$ cat src/hw/peripheral_dma_consts.vh
// Offsets, field positions and codes of the peripheral DMA channel pair.
// Definitions only; included by peripheral_dma_unit.v.
`ifndef PERIPHERAL_DMA_CONSTS_VH
`define PERIPHERAL_DMA_CONSTS_VH

`define OFF_RX_PTR      12'h100
`define OFF_RX_CNT      12'h104
`define OFF_TX_PTR      12'h108
`define OFF_TX_CNT      12'h10C
`define OFF_RX_NPTR     12'h110
`define OFF_RX_NCNT     12'h114
`define OFF_TX_NPTR     12'h118
`define OFF_TX_NCNT     12'h11C
`define OFF_CTRL        12'h120
`define OFF_STAT        12'h124
`define OFF_FLAGS       12'h128
`define OFF_CONFIG      12'h12C

`define CTRL_RX_EN      0
`define CTRL_RX_DIS     1
`define CTRL_TX_EN      8
`define CTRL_TX_DIS     9

`define FLAG_RX_END     0
`define FLAG_RX_FULL    1
`define FLAG_TX_END     4
`define FLAG_TX_EMPTY   5

`define CFG_HALF_DUPLEX 0
`define CFG_SIZE_LO     4
`define CFG_SIZE_HI     5

`define SIZE_BYTE       2'h0
`define SIZE_HALF       2'h1
`define SIZE_WORD       2'h2

`define CNT_W           16
`define RESET_WORD      32'h00000000

`endif

$ cat src/hw/peripheral_dma_unit.v
// Peripheral DMA channel pair: registers on AHB-Lite, a receive and a
// transmit channel, and a simple single-word memory master port.
// Assumes the serial peripheral and memory port share ref_clk.
//
// Behaviour
// - Half duplex shares one pointer/counter set
// - Zero count halts, nonzero runs if enabled
// - Read/write next receive pointer register
// - Read/write 16-bit next receive counter
// - Read/write next transmit pointer register
// - Read/write 16-bit next transmit counter
// - Bit 0 enables receive unless disable set
// - Bit 1 disables receive requests
// - Bit 8 enables transmit requests
// - Bit 9 disables transmit requests
// - Half duplex: receive enable stops transmit
// - Half duplex: transmit enable needs no receive enable
// - Half duplex: receive disable stops transmit too
// - Half duplex: transmit disable stops receive too unless bit 0 set
// - Status bit 0 shows receive enable
// - Status bit 8 shows transmit enable
// - At zero, reload from next or stop
// - Pointer advances by 1, 2 or 4
// - End flag on reaching zero, buffer flag only if next count is zero too
// - Nonzero counter write clears channel flags unless the counter reaches zero that cycle
`timescale 1ns/1ns
`default_nettype none
`include "peripheral_dma_consts.vh"

module peripheral_dma_unit
(
  // Clock and reset
  input  wire        ref_clk,
  input  wire        rst,
  // AHB-Lite slave
  input  wire        hsel,
  input  wire [31:0] haddr,
  input  wire [1:0]  htrans,
  input  wire        hwrite,
  input  wire [2:0]  hsize,
  input  wire [31:0] hwdata,
  input  wire        hready,
  output reg  [31:0] hrdata,
  output wire        hreadyout,
  output wire        hresp,
  // Serial peripheral
  input  wire        rxReady,
  input  wire [31:0] rxData,
  output reg         rxTake,
  input  wire        txReady,
  output reg  [31:0] txData,
  output reg         txLoad,
  output wire        rxEndFlag,
  output wire        rxBuffersFullFlag,
  output wire        txEndFlag,
  output wire        txBuffersEmptyFlag,
  // Memory master
  output reg         memReq,
  output reg         memWrite,
  output reg  [31:0] memAddr,
  output reg  [1:0]  memSize,
  output reg  [31:0] memWdata,
  input  wire        memDone,
  input  wire [31:0] memRdata
);

  localparam S_IDLE = 2'd0;
  localparam S_WR   = 2'd1;
  localparam S_RD   = 2'd2;

  // Bus slave state
  reg        dphase_q;
  reg        waited_q;
  reg        wr_q;
  reg [11:0] off_q;

  // Control and configuration
  reg        rxEn_q;
  reg        txEn_q;
  reg        halfDuplex_q;
  reg [1:0]  size_q;

  // Channel storage, index 1 is the transmit set
  reg [31:0] curPtr_q  [0:1];
  reg [15:0] curCnt_q  [0:1];
  reg [31:0] nextPtr_q [0:1];
  reg [15:0] nextCnt_q [0:1];
  reg [1:0]  endFlag_q;
  reg [1:0]  bufFlag_q;

  // Engine
  reg [1:0]  state_q;
  reg        ch_q;

  wire       rxIdx;
  wire       take;
  wire       swWr;
  wire       swRd;
  wire       finish;
  wire [31:0] inc;
  wire       rxGo;
  wire       txGo;

  assign rxIdx = halfDuplex_q;

  assign take  = hsel & hready & htrans[1];
  assign swWr  = dphase_q & ~waited_q & wr_q;
  assign swRd  = dphase_q & ~waited_q & ~wr_q;
  assign hreadyout = ~dphase_q | waited_q;
  assign hresp = 1'b0;

  assign inc = (size_q == `SIZE_WORD) ? 32'h00000004 :
               (size_q == `SIZE_HALF) ? 32'h00000002 : 32'h00000001;

  assign finish = memDone & (state_q != S_IDLE);

  assign rxGo = rxEn_q & (curCnt_q[rxIdx] != 16'h0000) & rxReady;
  assign txGo = txEn_q & (curCnt_q[1] != 16'h0000) & txReady;

  assign rxEndFlag          = endFlag_q[rxIdx];
  assign rxBuffersFullFlag  = bufFlag_q[rxIdx];
  assign txEndFlag          = endFlag_q[1];
  assign txBuffersEmptyFlag = bufFlag_q[1];

  // One wait state on every access keeps hrdata registered
  always @(posedge ref_clk or posedge rst)
  begin
    if (rst)
    begin
      dphase_q <= 1'b0;
      waited_q <= 1'b0;
      wr_q     <= 1'b0;
      off_q    <= 12'h000;
    end
    else if (hreadyout)
    begin
      dphase_q <= take;
      waited_q <= 1'b0;
      wr_q     <= hwrite;
      off_q    <= haddr[11:0];
    end
    else
    begin
      waited_q <= 1'b1;
    end
  end

  // Read data
  always @(posedge ref_clk or posedge rst)
  begin
    if (rst)
    begin
      hrdata <= `RESET_WORD;
    end
    else if (swRd)
    begin
      if (off_q == `OFF_RX_PTR)
        hrdata <= curPtr_q[rxIdx];
      else if (off_q == `OFF_RX_CNT)
        hrdata <= {16'h0000, curCnt_q[rxIdx]};
      else if (off_q == `OFF_TX_PTR)
        hrdata <= curPtr_q[1];
      else if (off_q == `OFF_TX_CNT)
        hrdata <= {16'h0000, curCnt_q[1]};
      else if (off_q == `OFF_RX_NPTR)
        hrdata <= nextPtr_q[rxIdx];
      else if (off_q == `OFF_RX_NCNT)
        hrdata <= {16'h0000, nextCnt_q[rxIdx]};
      else if (off_q == `OFF_TX_NPTR)
        hrdata <= nextPtr_q[1];
      else if (off_q == `OFF_TX_NCNT)
        hrdata <= {16'h0000, nextCnt_q[1]};
      else if (off_q == `OFF_STAT)
        hrdata <= {23'h000000, txEn_q, 7'h00, rxEn_q};
      else if (off_q == `OFF_FLAGS)
        hrdata <= {26'h0000000, bufFlag_q[1], endFlag_q[1], 2'h0,
                   bufFlag_q[rxIdx], endFlag_q[rxIdx]};
      else if (off_q == `OFF_CONFIG)
        hrdata <= {26'h0000000, size_q, 3'h0, halfDuplex_q};
      else
        hrdata <= `RESET_WORD;
    end
  end

  // Enable control and configuration; control is write-only, disables win over enables, but in half duplex bit 0 beats bit 9 for receive
  always @(posedge ref_clk or posedge rst)
  begin
    if (rst)
    begin
      rxEn_q       <= 1'b0;
      txEn_q       <= 1'b0;
      halfDuplex_q <= 1'b0;
      size_q       <= `SIZE_BYTE;
    end
    else if (swWr && off_q == `OFF_CONFIG)
    begin
      halfDuplex_q <= hwdata[`CFG_HALF_DUPLEX];
      size_q       <= hwdata[`CFG_SIZE_HI:`CFG_SIZE_LO];
    end
    else if (swWr && off_q == `OFF_CTRL)
    begin
      if (hwdata[`CTRL_RX_DIS])
        rxEn_q <= 1'b0;
      else if (hwdata[`CTRL_RX_EN])
        rxEn_q <= 1'b1;
      else if (halfDuplex_q && hwdata[`CTRL_TX_DIS])
        rxEn_q <= 1'b0;
      if (hwdata[`CTRL_TX_DIS])
        txEn_q <= 1'b0;
      else if (halfDuplex_q && (hwdata[`CTRL_RX_EN] || hwdata[`CTRL_RX_DIS]))
        txEn_q <= 1'b0;
      else if (hwdata[`CTRL_TX_EN])
        txEn_q <= 1'b1;
    end
  end

  // Per-channel storage and flags
  genvar c;
  generate
    for (c = 0; c < 2; c = c + 1)
    begin : g_ch
      wire isRx;
      wire isTx;
      wire wPtr;
      wire wCnt;
      wire wNPtr;
      wire wNCnt;
      wire done;
      wire [15:0] left;

      assign isRx  = (rxIdx == c);
      assign isTx  = (c == 1);
      assign wPtr  = swWr & ((off_q == `OFF_RX_PTR & isRx) |
                             (off_q == `OFF_TX_PTR & isTx));
      assign wCnt  = swWr & ((off_q == `OFF_RX_CNT & isRx) |
                             (off_q == `OFF_TX_CNT & isTx));
      assign wNPtr = swWr & ((off_q == `OFF_RX_NPTR & isRx) |
                             (off_q == `OFF_TX_NPTR & isTx));
      assign wNCnt = swWr & ((off_q == `OFF_RX_NCNT & isRx) |
                             (off_q == `OFF_TX_NCNT & isTx));
      assign done  = finish & (ch_q == c);
      assign left  = curCnt_q[c] - 16'h0001;

      always @(posedge ref_clk or posedge rst)
      begin
        if (rst)
        begin
          curPtr_q[c]  <= `RESET_WORD;
          curCnt_q[c]  <= 16'h0000;
          nextPtr_q[c] <= `RESET_WORD;
          nextCnt_q[c] <= 16'h0000;
          endFlag_q[c] <= 1'b0;
          bufFlag_q[c] <= 1'b0;
        end
        else
        begin
          if (done && left == 16'h0000 && nextCnt_q[c] != 16'h0000)
          begin
            curPtr_q[c]  <= nextPtr_q[c];
            curCnt_q[c]  <= nextCnt_q[c];
            nextPtr_q[c] <= `RESET_WORD;
            nextCnt_q[c] <= 16'h0000;
          end
          else if (done)
          begin
            curPtr_q[c] <= curPtr_q[c] + inc;
            curCnt_q[c] <= left;
          end
          // Software write overrides a same-cycle engine update
          // pointer, counter and next register loads
          if (wPtr)
            curPtr_q[c] <= hwdata;
          if (wCnt)
            curCnt_q[c] <= hwdata[15:0];
          if (wNPtr)
            nextPtr_q[c] <= hwdata;
          if (wNCnt)
            nextCnt_q[c] <= hwdata[15:0];
          if (done && left == 16'h0000)
          begin
            endFlag_q[c] <= 1'b1;
            bufFlag_q[c] <= (nextCnt_q[c] == 16'h0000);
          end
          else if ((wCnt || wNCnt) && hwdata[15:0] != 16'h0000)
          begin
            endFlag_q[c] <= 1'b0;
            bufFlag_q[c] <= 1'b0;
          end
        end
      end
    end
  endgenerate

  // Transfer engine; receive has priority when both are ready
  always @(posedge ref_clk or posedge rst)
  begin
    if (rst)
    begin
      state_q  <= S_IDLE;
      ch_q     <= 1'b0;
      rxTake   <= 1'b0;
      txLoad   <= 1'b0;
      txData   <= `RESET_WORD;
      memReq   <= 1'b0;
      memWrite <= 1'b0;
      memAddr  <= `RESET_WORD;
      memSize  <= `SIZE_BYTE;
      memWdata <= `RESET_WORD;
    end
    else
    begin
      rxTake <= 1'b0;
      txLoad <= 1'b0;
      case (state_q)
        S_IDLE:
        begin
          if (rxGo)
          begin
            state_q  <= S_WR;
            ch_q     <= rxIdx;
            rxTake   <= 1'b1;
            memReq   <= 1'b1;
            memWrite <= 1'b1;
            memAddr  <= curPtr_q[rxIdx];
            memSize  <= size_q;
            memWdata <= rxData;
          end
          else if (txGo)
          begin
            state_q  <= S_RD;
            ch_q     <= 1'b1;
            memReq   <= 1'b1;
            memWrite <= 1'b0;
            memAddr  <= curPtr_q[1];
            memSize  <= size_q;
          end
        end
        S_WR:
        begin
          if (memDone)
          begin
            state_q <= S_IDLE;
            memReq  <= 1'b0;
          end
        end
        S_RD:
        begin
          if (memDone)
          begin
            state_q <= S_IDLE;
            memReq  <= 1'b0;
            txData  <= memRdata;
            txLoad  <= 1'b1;
          end
        end
        default:
        begin
          state_q <= S_IDLE;
          memReq  <= 1'b0;
        end
      endcase
    end
  end

endmodule
`default_nettype wire
$ cat config.mk
export PLATFORM = sky130hd
export DESIGN_NAME = peripheral_dma_unit
export DESIGN_NICKNAME = d
export VERILOG_FILES = /design/src/hw/peripheral_dma_unit.v
export VERILOG_INCLUDE_DIRS = /design/src /design/src/hw
export SDC_FILE = /design/constraint.sdc
export NUM_CORES = 1
export LEC_CHECK = 0
export BUFFER_PORTS_ARGS = -buffer_cell sky130_fd_sc_hd__buf_2
export CORE_MARGIN = 4
export CORE_UTILIZATION = 44
export DETAILED_ROUTE_END_ITERATION = 8
export GPL_TIMING_DRIVEN = 0
export RECOVER_POWER = 25
export SETUP_SLACK_MARGIN = 0.02
export SYNTH_ARGS = -nofsm -noshare
export SYNTH_HDL_FRONTEND = slang
export SYNTH_SLANG_ARGS = --single-unit
$ cat constraint.sdc
create_clock -name ref_clk -period 18.47 [get_ports ref_clk]
set_input_delay 3.694 -clock ref_clk [delete_from_list [all_inputs] [get_ports ref_clk]]
set_output_delay 3.694 -clock ref_clk [all_outputs]
set_load 0.1 [all_outputs]
[Yosys cells after proc, flatten, opt, wreduce, memory -nomap -nowiden]
Index checks and enable logic that the tools add are counted.
Word-level totals
  word-level logic and storage cells: 220
  input port bits: 141
  RAM bits: 0
  memories: 0
  latch bits: 0
  bits in registers: 353
  bits in read-only memories: 0
Cells by class
  bitwise logic cells: 40
  muxes and demuxes: 81
  div/mod/pow operators: 0
  add/sub/neg operators: 4
  order comparisons: 2
  multipliers: 0
  shift-type cells: 0
  reductions and logical operators: 44
  equal/unequal tests: 18
Operator list (number)
  $mux W32: 25
  $mux W16: 17
  $eq A12 B9 Y1 const B: 12
  $reduce_bool A16 Y1: 5
  $add A32 B3 Y32: 2
  $logic_not A16 Y1: 4
  $sub A16 B1 Y16 const B: 2
  $and A1 B1 Y1: 28
  $mux W1: 27
  $reduce_bool A3 Y1: 6
  $reduce_bool A2 Y1: 8
  $mux W2: 6
  $mux W6: 2
  $logic_and A1 B1 Y1: 10
  $mux W9: 1
  $reduce_and A2 Y1: 4
  $not A1 Y1: 6
  $reduce_and A3 Y1: 2
  $or A1 B1 Y1: 5
  $eq A2 B1 Y1 const B: 2
  $eq A2 B2 Y1 const B: 2
  $pmux W2 S2: 1
  $logic_or A1 B1 Y1: 3
  $mux W3: 1
  8 further kinds: 8

[Longest topological paths before layout]
  depth after elaboration: 12
  mapped depth: 14

[Worst setup path before layout]
Ideal clock, no wire load.
  path kind: input port to flip-flop
  from: input port memDone
  to: register curPtr_q[46] in the netlist's numbering
  required time: 18.338 ns
  path slack: 12.272 ns
  stages: 12
  arrival: 6.067 ns
  setup time: 0.132 ns
  cell sequence: or3b_1 > buf_2 > or4_4 > a2111oi_2 > and3_1 > buf_4 > and2_1 > buf_4 > buf_6 > o31ai_1 > a221oi_1 > a21oi_1
Between the ends
  cells in the longest elaborated chain, start to end: 6
RTL lines
  from (decl): line peripheral_dma_unit.v:63  | input wire memDone,
  $and A1 B1 Y1 (*): line peripheral_dma_unit.v:115  | assign finish = memDone & (state_q != S_IDLE);
  $and A1 B1 Y1 (*): line peripheral_dma_unit.v:241  | assign done = finish & (ch_q == c);
  $logic_and A1 B1 Y1 (2 in series): line peripheral_dma_unit.v:257  | if (done && left == 16'h0000 && nextCnt_q[c] != 16'h0000)
  $mux W32: line peripheral_dma_unit.v:257
  $mux W32: line peripheral_dma_unit.v:271  | if (wPtr)
  to (signal, indexed assignment): line peripheral_dma_unit.v:259  | curPtr_q[c] <= nextPtr_q[c];
  to (signal, indexed assignment): line peripheral_dma_unit.v:266  | curPtr_q[c] <= curPtr_q[c] + inc;
  to (signal, indexed assignment): line peripheral_dma_unit.v:272  | curPtr_q[c] <= hwdata;
  to (decl): line peripheral_dma_unit.v:84  | reg [31:0] curPtr_q [0:1];
Mark *: on every way between the ends. The rest lies on a longest branch, timed or not.
A chain may end at the register's enable or synchronous reset.

==> summary.md <==
| Metric | Value |
|---|---|
| Die width | `218.8 um` |
| Min Tclk post-route | `7.209 ns` |
| Vias in the first global route | `18641` |
| Wire length of the first global-routing pass | `127700 um` |
| Post-synth EDFFs | `0` |
| Endpoints failing hold | `0` |
| Dpl ws | `11.41 ns` |
| Commonest cells post-synth | `nand2_1, dfrtp_1, a21oi_1, o21ai_0, nor2_1` |
| H-tree depth | `2` |
| Clk sinks | `353` |
| Syn nets | `2397` |
| R2R setup slack | `14.08 ns` |
| DR vias/cell | `6.278` |
| Core Region | `43460 um^2` |
| Post_cts resized | `0` |
| Overflow after GRT | `0` |
| Slew Limit Fails | `121` |
| Yosys warnings | `0` |
| Initial antenna violation count | `1` |
| Post-DR wirelength/cell | `28.32 um` |
| Hold path depth | `2` |
| Drt drc | `0` |
| Final setup fails | `0` |
| Top achievable clock speed | `0.1387 GHz` |
| Top-count cell post-synth | `nand2_1` |
| Detailed-route via count | `19752` |
| Reg2Reg Depth | `11` |
| PwrDens | `166.5 nW/um^2` |
| Synth unique cells | `77` |
| Largest delay share family, worst path | `buffers and inverters` |
| Total wire length | `89080 um` |
| Post-Syn Instances | `2240` |
| Fin nets | `2685` |
| Number of I/O port buffers | `243` |
| Initial core utilization | `44.98%` |
| CTS tree | `built` |
| Setup Buffers After CTS | `0` |
| Top FF cell, synth | `dfrtp_1` |
| Yosys reg bits | `353` |
| Setup TNS | `0 ns` |
| Max VDD drop | `0.1811 mV` |
| I/O pins | `281` |
| Clock latency on the worst-skew pair | `0.60 ns` |
| CP startpoint kind | `input port` |
| Share of cells above drive strength 1 | `16.65%` |
| Outcome | `finished, violations left` |
| Post-CTS Hold Fix Bufs | `0` |
| Maxcap violations | `1` |
| Area Overhead vs Synth | `17.22%` |
| Largest net degree at the start of global routing | `121` |
| Area contributors post-synth | `dfrtp_1, nand2_1, a21oi_1` |
| DP HPWL | `66710 um` |
| Synth Cell Area | `19550 um^2` |
| Fin Clk Skew | `0.03133 ns` |
| RSZ-0062 raised after global routing | `no` |
| Seq/Total Area, Yosys | `45.19%` |
| Failing checks | `max-capacitance violations, max-slew violations` |
| CTS root buf | `clkbuf_16` |
| Total GRT Usage | `36.28%` |
| CP Max Fanout | `120` |
| Drt first pass iters | `7` |
| Cell Chain, Critical Path | `buf_2 -> clkinvlp_2` |
| Fill cell count | `4172` |
| Footprint of the multi-input gates | `9752 um^2` |
| Critical-path top delay cell | `clkinvlp_2` |
| CP endpoint kind | `async pin` |
| Worst slew pin tran | `5.356 ns` |
| Cell taking the most area after synthesis | `dfrtp_1` |
| Crit path DAT | `6.90 ns` |
| Tcrit/Tclk final | `39.03%` |
| Buf/Inv on CP | `2` |
| Asr flop ratio synth | `100.0%` |
| Storage cell area | `8833 um^2` |
| Required time of the critical path | `18.16 ns` |
| Die ar. | `47860 um^2` |
| Rows | `76` |
| Setup slack after layout | `11.26 ns` |
| Crit path kind | `in -> async` |
| CTS max path bufs | `3` |
| Reg clk slew, reported paths | `0.06 ns` |
| Num CTS Buffers | `41` |
| Slew headroom | `-257.1%` |
| Worst path depth | `2` |
| Worst Hold Class | `reg -> reg` |
| GPL Wtd Cong | `1.005` |
| Detail Route Antenna Nets | `0` |
| Leakage power | `10.14 nW` |
| Initial DRC Count | `2798` |
| Worst path max stage delay | `2.92 ns` |
| Synth top area share | `45.19%` |
| Synthesized area per cell | `8.727 um^2` |
| Die height | `218.8 um` |
[metal layers]
| layer | global-route usage (%) | up-vias | share of wire, % |
|---|---|---|---|
| li1 | - | 8579 | - |
| met1 | 52.37 | 9645 | 41 |
| met2 | 53.46 | 1327 | 42 |
| met3 | 9.097 | 201 | 13 |
| met4 | 12.37 | 0 | 3.7 |
| met5 | 0 | - | 0 |
[where the power goes]
| group | internal, mW | total (mW) | switching [mW] | leakage, nW |
|---|---|---|---|---|
| Clock | 0.474 | 0.826 | 0.352 | 0.655 |
| Sequential | 0.985 | 1.23 | 0.244 | 4.18 |
| Combinational | 0.398 | 1.76 | 1.36 | 5.31 |
| Total | 1.86 | 3.82 | 1.96 | 10.1 |
[kinds of logic (layout without fill, tap and decap cells)]
logic type / Yosys count / count (layout) / synth area share, %
and+or+nand+nor: 795 / 795 / 18.24
AOI/OAI and AO/OA: 637 / 637 / 20.13
DFF: 353 / 353 / 45.19
buffers and inverters: 250 / 569 / 4.954
muxes: 150 / 150 / 8.667
xor gates and xnor gates: 38 / 38 / 1.703
adders and majority gates: 16 / 16 / 1.101
other: 1 / 3 / 0.01918
[worst reg2reg max path, stage by stage, from the launching register on]
cell,delay (ns)
dfrtp_1,0.38
clkbuf_1,0.29
inv_1,0.13
ha_1,0.29
nor3b_1,0.53
nand2_1,0.27
or3_1,0.48
o211ai_1,0.66
a21oi_1,0.38
clkbuf_1,0.38
clkbuf_1,0.32
a21oi_1,0.20
[sequential cells by signal (all words and copies together), names as in the netlist, 2 cells and up]
name and cells:
curPtr_q 64, memSize 2, off_q 12, hrdata 32, memAddr 32, state_q 2, memWdata 32, txData 32
size_q 2, curCnt_q 32, nextCnt_q 32, nextPtr_q 64
[metrics by stage]
| stage | util, % | cells | hold slack [ns] | area (um^2) | power [mW] |
|---|---|---|---|---|---|
| after global routing | 52.72 | 3144 | 0.4833 | 22910 | 3.962 |
| final | 52.73 | 3146 | 0.4673 | 22910 | 3.815 |
| after floorplan | - | 2240 | 0.4307 | 19550 | 2.447 |
| after CTS | 52.72 | 3144 | 0.4701 | 22910 | 3.790 |
| after detailed placement | 49.61 | 3070 | 0.4547 | 21560 | 2.959 |
| after global placement | 49.46 | 3068 | 0.4540 | 21500 | 2.942 |
[layout by cell type (no fill, tap or decap), types with 12 or more instances in the layout]
master	count
o211ai_1	36
o22ai_1	18
a211oi_1	20
a221oi_1	15
a22oi_1	19
a222oi_1	18
a21o_1	17
o21ai_0	189
nand4_1	22
a21oi_1	196
nand3_1	71
buf_2	246
nor4_1	35
and3_1	20
clkbuf_16	41
nor2_1	176
dfrtp_1	353
mux2i_1	59
ha_1	14
mux2_2	84
buf_1	21
xnor2_1	25
xor2_1	13
a31oi_1	25
nand2_1	355
clkbuf_1	174
nor3_1	46
inv_1	53
a22o_1	12
o31ai_1	17
[cell type report]
| cell class | instances | area share [%] |
|---|---|---|
| multi-input combinational | 1637 | 42.56 |
| sequential | 353 | 38.55 |
| timing repair buffer | 245 | 5.532 |
| clock buffer | 56 | 5.073 |
| buffer | 196 | 3.342 |
| tap | 585 | 3.194 |
| inverter | 54 | 0.8901 |
| clock inverter | 18 | 0.8355 |
| antenna | 2 | 0.02184 |
[worst paths after layout]
check,from,to
setup reg to reg,curCnt_q[0],memAddr[11]
hold / removal,off_q[8],off_q[8]
hold reg to reg,off_q[8],off_q[8]
max in group ref_clk,memDone,curPtr_q[10]
min in group asynchronous,rst,memWdata[19]
setup / recovery,rst,txData[28]
Note: power is estimated with default switching activity, not from simulation.
